**config.mk**
```make
export PLATFORM = sky130hd
export DESIGN_NAME = homing_method_sequencer
export DESIGN_NICKNAME = d
export VERILOG_FILES = /design/src/include/homing_pkg.sv /design/src/logic/homing_method_sequencer.sv /design/src/logic/switch_edge_detect.sv
export VERILOG_INCLUDE_DIRS = /design/src /design/src/include
export SDC_FILE = /design/constraint.sdc
export NUM_CORES = 1
export LEC_CHECK = 0
export BUFFER_PORTS_ARGS = -buffer_cell sky130_fd_sc_hd__clkbuf_2
export CAP_MARGIN = 20
export CORE_AREA = 10 10 86 88
export DETAILED_ROUTE_END_ITERATION = 12
export DIE_AREA = 0 0 96 98
export PLACE_DENSITY = 0.74
export SKIP_CTS_REPAIR_TIMING = 1
export SLEW_MARGIN = 20
export SYNTH_ARGS = -nofsm -noshare
export SYNTH_HDL_FRONTEND = slang
export SYNTH_SLANG_ARGS = --single-unit
```
**constraint.sdc**
```tcl
create_clock -name core_clk -period 1.3 [get_ports core_clk]
set_input_delay 0.195 -clock core_clk [delete_from_list [all_inputs] [get_ports core_clk]]
set_output_delay 0.195 -clock core_clk [all_outputs]
set_load 0.05 [all_outputs]
```
**src/include/homing_consts.svh**
```systemverilog
// Operation
// - M12 home low: fast rev, slow fwd, slow rev, index after home rise.
// - M12 reverse limit in fast rev: fast fwd, then as from home rise.
// - M12 home high: slow fwd, fall reverses, index after home rise.
// - M13 home low: fast rev, slow rev, fall to slow fwd, index after rise.
// - M13 reverse limit: fast fwd, rise to slow rev, fall to slow fwd, index.
// - M13 home high: slow rev, fall reverses, index after rise in slow fwd.
// - M14 home low: fast rev, slow rev past fall, stop at first index.
// - M14 reverse limit: fast fwd, rise to slow rev, index after fall.
// - M14 home high: slow rev, stop at first index after home fall.
// - M17 reverse limit low: fast rev, reverse-limit rise to slow fwd, stop on its fall.
// - M18 forward limit low: fast fwd, rise to slow rev, stop on fall.
// - M18 forward limit high: slow rev, stop on its falling edge.
// - M19 home low: fast fwd, rise to slow rev, stop on home fall.
// - M19 home high: slow rev, stop on home fall.
// - M20 home low: slow fwd, stop on home rise.
// - M20 home high: fast rev, fall to slow fwd, stop on home rise.
// - M21 home low: fast rev, rise to slow fwd, stop on home fall.
// - M21 home high: slow fwd, stop on home fall.
// - M22 home low: slow rev, stop on home rise.
// - M22 home high: fast fwd, fall to slow rev, stop on home rise.
// - M23 home low: fast fwd, rise to slow rev, stop on home fall.
// - M23 forward limit in fast fwd: fast rev, rise slows, stop on fall.
`ifndef HOMING_CONSTS_SVH
`define HOMING_CONSTS_SVH
`define HM_METHOD_W 8
`define HM_METHOD_12 8'h0C
`define HM_METHOD_13 8'h0D
`define HM_METHOD_14 8'h0E
`define HM_METHOD_17 8'h11
`define HM_METHOD_18 8'h12
`define HM_METHOD_19 8'h13
`define HM_METHOD_20 8'h14
`define HM_METHOD_21 8'h15
`define HM_METHOD_22 8'h16
`define HM_METHOD_23 8'h17
`define HM_STEP_W 2
`define HM_STEP_FIRST 2'h0
`define HM_STEP_INC 2'h1
`endif

```
**src/include/homing_pkg.sv**
```systemverilog
package homing_pkg;
  typedef enum logic [2:0] {
    ev_home_rise,
    ev_home_fall,
    ev_rev_rise,
    ev_rev_fall,
    ev_fwd_rise,
    ev_fwd_fall,
    ev_index
  } ev_e;
  typedef enum logic [1:0] {st_idle, st_run, st_done} seq_state_e;
  typedef struct packed {
    logic last;
    logic fast;
    logic fwd;
    ev_e ev;
  } step_s;
  typedef struct packed {
    logic home_switch;
    logic forward_overtravel_switch;
    logic reverse_overtravel_switch;
    logic encoder_index;
  } switch_in_s;
endpackage

```
**src/logic/homing_method_sequencer.sv**
```systemverilog
`include "homing_consts.svh"

module homing_method_sequencer
  import homing_pkg::*;
#(
  parameter int SPD_W = 16
)
(
  input wire logic core_clk,
  input wire logic rst_n,
  input wire logic homing_start,
  input wire logic [`HM_METHOD_W-1:0] homing_method,
  input wire logic [SPD_W-1:0] high_speed,
  input wire logic [SPD_W-1:0] low_speed,
  input wire switch_in_s switches,
  output logic [SPD_W-1:0] speed_cmd,
  output logic dir_fwd,
  output logic busy,
  output logic homing_done,
  output logic method_error
);
  typedef struct packed {
    seq_state_e st;
    logic [`HM_METHOD_W-1:0] method;
    logic start_hi;
    logic [`HM_STEP_W-1:0] step;
    logic flip;
    logic [SPD_W-1:0] speed;
    logic fwd;
    logic busy;
    logic done;
    logic bad;
  } seq_s;

  seq_s s_q;
  seq_s s_d;
  logic rst_meta_q;
  logic rst_sync_n;
  switch_in_s ed_lvl;
  switch_in_s ed_rise;
  switch_in_s ed_fall;
  step_s cur;
  step_s nxt;
  logic hit;
  logic limit_hit;
  logic start_ok;

  // ----------------------------------------------------------------
  // Reset release
  // ----------------------------------------------------------------
  always_ff @(posedge core_clk or negedge rst_n)
  begin
    if (!rst_n)
    begin
      rst_meta_q <= 1'b0;
      rst_sync_n <= 1'b0;
    end
    else
    begin
      rst_meta_q <= 1'b1;
      rst_sync_n <= rst_meta_q;
    end
  end

  switch_edge_detect u_edges (
    .core_clk(core_clk),
    .rst_sync_n(rst_sync_n),
    .sw_in(switches),
    .lvl(ed_lvl),
    .rise(ed_rise),
    .fall(ed_fall)
  );

  // ----------------------------------------------------------------
  // Method programs
  // ----------------------------------------------------------------
  function automatic step_s mk(input logic last, input logic fast,
                               input logic fwd, input ev_e ev);
    mk = '{last: last, fast: fast, fwd: fwd, ev: ev};
  endfunction

  function automatic logic valid_method(input logic [`HM_METHOD_W-1:0] m);
    valid_method = (m >= `HM_METHOD_12 && m <= `HM_METHOD_14) ||
                   (m >= `HM_METHOD_17 && m <= `HM_METHOD_23);
  endfunction

  // Each step: last, fast, forward, event that ends it
  function automatic step_s plan(input logic [`HM_METHOD_W-1:0] m,
                                 input logic hi,
                                 input logic [`HM_STEP_W-1:0] k);
    plan = mk(1'b1, 1'b0, 1'b0, ev_index);
    case (m)
      `HM_METHOD_12:
        if (!hi)
          case (k)
            2'h0: plan = mk(1'b0, 1'b1, 1'b0, ev_home_rise);
            2'h1: plan = mk(1'b0, 1'b0, 1'b1, ev_home_fall);
            2'h2: plan = mk(1'b0, 1'b0, 1'b0, ev_home_rise);
            default: plan = mk(1'b1, 1'b0, 1'b0, ev_index);
          endcase
        else
          case (k)
            2'h0: plan = mk(1'b0, 1'b0, 1'b1, ev_home_fall);
            2'h1: plan = mk(1'b0, 1'b0, 1'b0, ev_home_rise);
            default: plan = mk(1'b1, 1'b0, 1'b0, ev_index);
          endcase
      `HM_METHOD_13:
        if (!hi)
          case (k)
            2'h0: plan = mk(1'b0, 1'b1, 1'b0, ev_home_rise);
            2'h1: plan = mk(1'b0, 1'b0, 1'b0, ev_home_fall);
            2'h2: plan = mk(1'b0, 1'b0, 1'b1, ev_home_rise);
            default: plan = mk(1'b1, 1'b0, 1'b1, ev_index);
          endcase
        else
          case (k)
            2'h0: plan = mk(1'b0, 1'b0, 1'b0, ev_home_fall);
            2'h1: plan = mk(1'b0, 1'b0, 1'b1, ev_home_rise);
            default: plan = mk(1'b1, 1'b0, 1'b1, ev_index);
          endcase
      `HM_METHOD_14:
        if (!hi)
          case (k)
            2'h0: plan = mk(1'b0, 1'b1, 1'b0, ev_home_rise);
            2'h1: plan = mk(1'b0, 1'b0, 1'b0, ev_home_fall);
            default: plan = mk(1'b1, 1'b0, 1'b0, ev_index);
          endcase
        else if (k == `HM_STEP_FIRST)
          plan = mk(1'b0, 1'b0, 1'b0, ev_home_fall);
        else
          plan = mk(1'b1, 1'b0, 1'b0, ev_index);
      `HM_METHOD_17:
        if (!hi && k == `HM_STEP_FIRST)
          plan = mk(1'b0, 1'b1, 1'b0, ev_rev_rise);
        else
          plan = mk(1'b1, 1'b0, 1'b1, ev_rev_fall);
      `HM_METHOD_18:
        if (!hi && k == `HM_STEP_FIRST)
          plan = mk(1'b0, 1'b1, 1'b1, ev_fwd_rise);
        else
          plan = mk(1'b1, 1'b0, 1'b0, ev_fwd_fall);
      `HM_METHOD_19:
        if (!hi && k == `HM_STEP_FIRST)
          plan = mk(1'b0, 1'b1, 1'b1, ev_home_rise);
        else
          plan = mk(1'b1, 1'b0, 1'b0, ev_home_fall);
      `HM_METHOD_20:
        if (hi && k == `HM_STEP_FIRST)
          plan = mk(1'b0, 1'b1, 1'b0, ev_home_fall);
        else
          plan = mk(1'b1, 1'b0, 1'b1, ev_home_rise);
      `HM_METHOD_21:
        if (!hi && k == `HM_STEP_FIRST)
          plan = mk(1'b0, 1'b1, 1'b0, ev_home_rise);
        else
          plan = mk(1'b1, 1'b0, 1'b1, ev_home_fall);
      `HM_METHOD_22:
        if (hi && k == `HM_STEP_FIRST)
          plan = mk(1'b0, 1'b1, 1'b1, ev_home_fall);
        else
          plan = mk(1'b1, 1'b0, 1'b0, ev_home_rise);
      `HM_METHOD_23:
        if (!hi && k == `HM_STEP_FIRST)
          plan = mk(1'b0, 1'b1, 1'b1, ev_home_rise);
        else
          plan = mk(1'b1, 1'b0, 1'b0, ev_home_fall);
      default: plan = mk(1'b1, 1'b0, 1'b0, ev_index);
    endcase
  endfunction

  // Index counts on its rising edge so a wide pulse counts once
  function automatic logic ev_hit(input ev_e ev, input switch_in_s r,
                                  input switch_in_s f);
    unique case (ev)
      ev_home_rise: ev_hit = r.home_switch;
      ev_home_fall: ev_hit = f.home_switch;
      ev_rev_rise: ev_hit = r.reverse_overtravel_switch;
      ev_rev_fall: ev_hit = f.reverse_overtravel_switch;
      ev_fwd_rise: ev_hit = r.forward_overtravel_switch;
      ev_fwd_fall: ev_hit = f.forward_overtravel_switch;
      ev_index: ev_hit = r.encoder_index;
      default: ev_hit = 1'b0;
    endcase
  endfunction

  // ----------------------------------------------------------------
  // Sequencer
  // ----------------------------------------------------------------
  always_comb
  begin
    s_d = s_q;
    cur = plan(s_q.method, s_q.start_hi, s_q.step);
    hit = ev_hit(cur.ev, ed_rise, ed_fall);
    // Limit only turns the first fast run round, and only once
    limit_hit = s_q.step == `HM_STEP_FIRST && cur.fast && !s_q.flip &&
                (((s_q.method >= `HM_METHOD_12) &&
                  (s_q.method <= `HM_METHOD_14) && !s_q.fwd &&
                  ed_lvl.reverse_overtravel_switch) ||
                 ((s_q.method == `HM_METHOD_23) && s_q.fwd &&
                  ed_lvl.forward_overtravel_switch));
    start_ok = homing_start && s_q.st != st_run &&
               valid_method(homing_method);
    unique case (s_q.st)
      st_idle, st_done:
        if (homing_start)
        begin
          s_d.bad = !start_ok;
          if (start_ok)
          begin
            s_d.st = st_run;
            s_d.method = homing_method;
            s_d.start_hi =
              (homing_method == `HM_METHOD_17) ?
                ed_lvl.reverse_overtravel_switch :
              (homing_method == `HM_METHOD_18) ?
                ed_lvl.forward_overtravel_switch : ed_lvl.home_switch;
            s_d.step = `HM_STEP_FIRST;
            s_d.flip = 1'b0;
            s_d.done = 1'b0;
            s_d.busy = 1'b1;
          end
        end
      st_run:
        if (limit_hit)
          s_d.flip = 1'b1;
        else if (hit)
        begin
          if (cur.last)
          begin
            s_d.st = st_done;
            s_d.done = 1'b1;
            s_d.busy = 1'b0;
          end
          else
            s_d.step = s_q.step + `HM_STEP_INC;
        end
    endcase
    nxt = plan(s_d.method, s_d.start_hi, s_d.step);
    if (s_d.st == st_run)
    begin
      s_d.speed = nxt.fast ? high_speed : low_speed;
      s_d.fwd = nxt.fwd ^ (s_d.flip && s_d.step == `HM_STEP_FIRST);
    end
    else
      s_d.speed = '0;
  end

  always_ff @(posedge core_clk or negedge rst_sync_n)
  begin
    if (!rst_sync_n)
      s_q <= '0;
    else
      s_q <= s_d;
  end

  assign speed_cmd = s_q.speed;
  assign dir_fwd = s_q.fwd;
  assign busy = s_q.busy;
  assign homing_done = s_q.done;
  assign method_error = s_q.bad;
endmodule // homing_method_sequencer

```
**src/logic/switch_edge_detect.sv**
```systemverilog
module switch_edge_detect
  import homing_pkg::*;
(
  input wire logic core_clk,
  input wire logic rst_sync_n,
  input wire switch_in_s sw_in,
  output switch_in_s lvl,
  output switch_in_s rise,
  output switch_in_s fall
);
  typedef struct packed {
    switch_in_s cur;
    switch_in_s prev;
  } edge_state_s;

  edge_state_s s_q;
  edge_state_s s_d;

  always_comb
  begin
    s_d.cur = sw_in;
    s_d.prev = s_q.cur;
  end

  always_ff @(posedge core_clk or negedge rst_sync_n)
  begin
    if (!rst_sync_n)
      s_q <= '0;
    else
      s_q <= s_d;
  end

  assign lvl = s_q.cur;
  assign rise = switch_in_s'(s_q.cur & ~s_q.prev);
  assign fall = switch_in_s'(~s_q.cur & s_q.prev);
endmodule // switch_edge_detect

```
==> summary.txt <==
Synthesis
  • Syn Nets: 332
  • Post-synth top cells: dfrtp_1, nor2_1, mux2i_1, nand2_1, buf_4
  • Synth async-reset ratio: 100%
  • Leading post-synthesis cells by cell area: dfrtp_1, mux2i_1, nor2_1
  • Post-synth top flop: dfrtp_1
  • Synthesized cell area: 2660 sq um
  • #FFs+latches synth: 44
  • Sequential fraction of the synthesis area: 41.4%
  • Count leader, synth: dfrtp_1
  • Post-synth EDFFs: 0
  • Yosys top cell area share: 41.4%
  • Synth warn: 0
  • Post-synthesis area per instance: 9.44 sq um
  • Yosys cell types: 63
  • Area leader, netlist: dfrtp_1
  • Cells after synthesis: 282

Detailed routing
  • Met3 WL: 604 microns
  • Routed Antenna Nets: 0
  • Routed length per placed instance: 17.0 microns
  • Met2 WL: 4.36 mm
  • Residual DRC count: 0
  • Initial DRC count: 139
  • Drt total wl: 8.50 mm
  • Met1 WL: 3.37 mm
  • Max Used Layer: met4
  • Drt pass-1 iters: 6
  • Vias per cell: 5.31
  • DR vias: 2659

CTS
  • CTS tree: yes
  • CTS sink count: 44
  • CTS clk-pin slew, worst paths: 80 ps
  • TritonCTS Buffers: 5
  • Clock tree buffer depth: 2
  • H-tree Lvls: 2
  • Worst-skew pair later-pin latency: 300 ps
  • Clock Tree Root: clkbuf_8

Flow run
  • Total of max-cap violations: 0

Timing
  • Worst setup margin: -2350 ps
  • Final period util: 281%
  • Max transition margin: 42.6%
  • Worst Hold Slack: 17.7 ps
  • Fin. max-slew vios: 0
  • Unrepaired setup endpoints after global routing: yes
  • Minimum clock period: 3650 ps
  • Peak Freq: 274 MHz
  • Clk_skew: 4.28 ps
  • Hold Fails Final Rpt: 0
  • Worst-margin pin slew: 861 ps
  • Setup violations, final: 32

Power
  • Tot Pwr: 0.00766 W
  • Max IR drop VDD: 1.19 mV
  • Leak Pwr: 2.11 nW
  • PD cells: 1850 nW/um^2

Worst setup path
  • Instance count on the critical path: 13
  • Worst path most repeated cell: a2111oi_4
  • Worst Setup End Kind: flop
  • CP Launch Point: s_q[30]
  • Critical Path AT: 3860 ps
  • RR Endpoint: dir_fwd
  • Worst path bufs/invs: 1
  • Worst path cell trace: or3_4 > or3b_4 > buf_6 > o32a_1 > nor3b_2 > a31oi_2 > a2111oi_4 > o21ai_2 > mux2i_4 > a2111oi_4 > o21ai_1 > o211a_1 > o31ai_2
  • Cell family with most CP delay: compound AO/OA/AOI/OAI gates
  • Crit-path max cell delay: 450 ps
  • Req. time, crit path: 1510 ps
  • CP Class: flop to flop
  • Worst setup path end: dir_fwd
  • Worst setup SP type: flop
  • Critical-path maximum fanout: 3
  • Reg2reg setup slack: -2350 ps
  • CP max-delay cell: or3b_4
  • Reg2reg path depth: 13
  • Worst r2r src: s_q[30]

Die
  • DIE AREA: 9410 sq um
  • Chip width: 96 microns
  • Die height: 98 microns
  • Core area: 5750 sq um
  • Rows: 28
  • I/O pin cnt: 67
  • Initial Util: 46.3%

GRT
  • Largest net degree at the start of global routing: 43
  • First-pass GRT wire length: 12.4 mm
  • Antenna violations before repair: 0
  • Tot GR Track Use: 16.1%
  • Congestion Overflow GR: 0
  • Vias in the first global route: 2742

Layout
  • ANT cells: 0
  • Fin nets: 476
  • Share of layout cells above drive strength 1: 50.2%
  • Layout area overhead: 55.6%
  • Post-route cell area: 4140 sq um

Min path
  • Hold_sp: switches[2]
  • Hold Crit Class: input port to flop

Outcome
  • Failing checks: negative setup slack
  • Run status: complete, but fails checks

Place
  • IO Port Bufs: 66
  • Placed Area: 3660 sq um
  • Final Wtd Congestion: 0.982
  • DP Wirelength: 5.88 mm
==> worst min-delay path by stage <==
stage | cells past startpoint | to | slack, ps
4_1_cts | 1 | rst_sync_n | -340
2_1_floorplan | 0 | rst_meta_q | -100
5_1_grt | 1 | u_edges.lvl[2] | 4
3_5_place_dp | 1 | rst_meta_q | -20
3_3_place_gp | 1 | rst_meta_q | -20
6_report | 1 | u_edges.lvl[2] | 20
==> kinds of logic (layout without fill, tap and decap cells) <==
logic type	after synthesis	count (layout)	synth area share [%]
buffers and inverters	41	184	8.65
AOI/OAI and AO/OA	60	60	18.0
adders and majority gates	3	3	1.41
and+or+nand+nor	111	112	21.6
muxes	21	21	8.55
other	1	1	0.141
xor gates and xnor gates	1	1	0.329
DFF	44	44	41.4
==> state kept, by name (all words and copies together), names as in the netlist <==
name and flops:
speed_cmd 16, s_q 14, u_edges.lvl 4, u_edges.s_q 4
busy 1, dir_fwd 1, homing_done 1, method_error 1
rst_meta_q 1, rst_sync_n 1
==> layout make-up <==
type / instances / area (sq um)
well taps: 75 / 93.8
clock buffers: 6 / 72.6
clock inverters: 1 / 30.0
fillers: 393 / 1600
repair buffers: 162 / 1160
multi-input cells: 198 / 1630
flip-flops and latches: 44 / 1100
inverters: 15 / 56.3
==> metal layers <==
layer	vias to the layer above	global-route usage, %
li1	1274	-
met3	15	5.28
met1	1272	18.7
met5	-	0
met2	98	27.0
met4	0	5.33
==> metrics by stage <==
| step | cells | setup TNS, ps | worst slack (ps) | util (%) |
|---|---|---|---|---|
| after detailed placement | 480 | -54150 | -2420 | 63.7 |
| after CTS | 487 | -52570 | -2500 | 65.5 |
| after global placement | 480 | -52190 | -2330 | 63.7 |
| final | 501 | -48870 | -2350 | 72.1 |
| after floorplan | 282 | -44490 | -2170 | - |
| after global routing | 501 | -52160 | -2470 | 72.1 |
==> placed cells by master (no fill, tap or decap), types with 3 or more instances in the layout <==
| cell | count |
|---|---|
| buf_4 | 75 |
| clkbuf_2 | 65 |
| dfrtp_1 | 43 |
| nor2_1 | 37 |
| nand2_1 | 16 |
| mux2i_1 | 16 |
| inv_1 | 14 |
| buf_6 | 13 |
| nor2b_1 | 8 |
| o21ai_0 | 7 |
| a21oi_1 | 5 |
| nand3_1 | 5 |
| clkbuf_8 | 5 |
| or3_4 | 4 |
| nor3_1 | 4 |
| o21ai_1 | 4 |
| nand2b_1 | 4 |
| dlygate4sd3_1 | 4 |
| nand2b_4 | 3 |
| a21oi_2 | 3 |
| mux2i_4 | 3 |
| a211oi_1 | 3 |
| a2111oi_4 | 3 |
| ha_1 | 3 |
| buf_12 | 3 |
==> power by group <==
group	total, W	switching, W	leakage [nW]	internal [W]
combinational	0.00483	0.00262	1.50	0.00221
clock	0.00102	0.000461	0.0513	0.000563
sequential	0.00180	0.000169	0.563	0.00164
==> worst register-to-register path, stage by stage, from the launching register on <==
cell	delay, ps
dfrtp_1	380
or3_4	400
or3b_4	450
buf_6	140
o32a_1	180
nor3b_2	200
a31oi_2	150
a2111oi_4	420
o21ai_2	170
mux2i_4	230
a2111oi_4	290
o21ai_1	120
o211a_1	230
o31ai_2	200
Power figures use the tool's default switching activity.
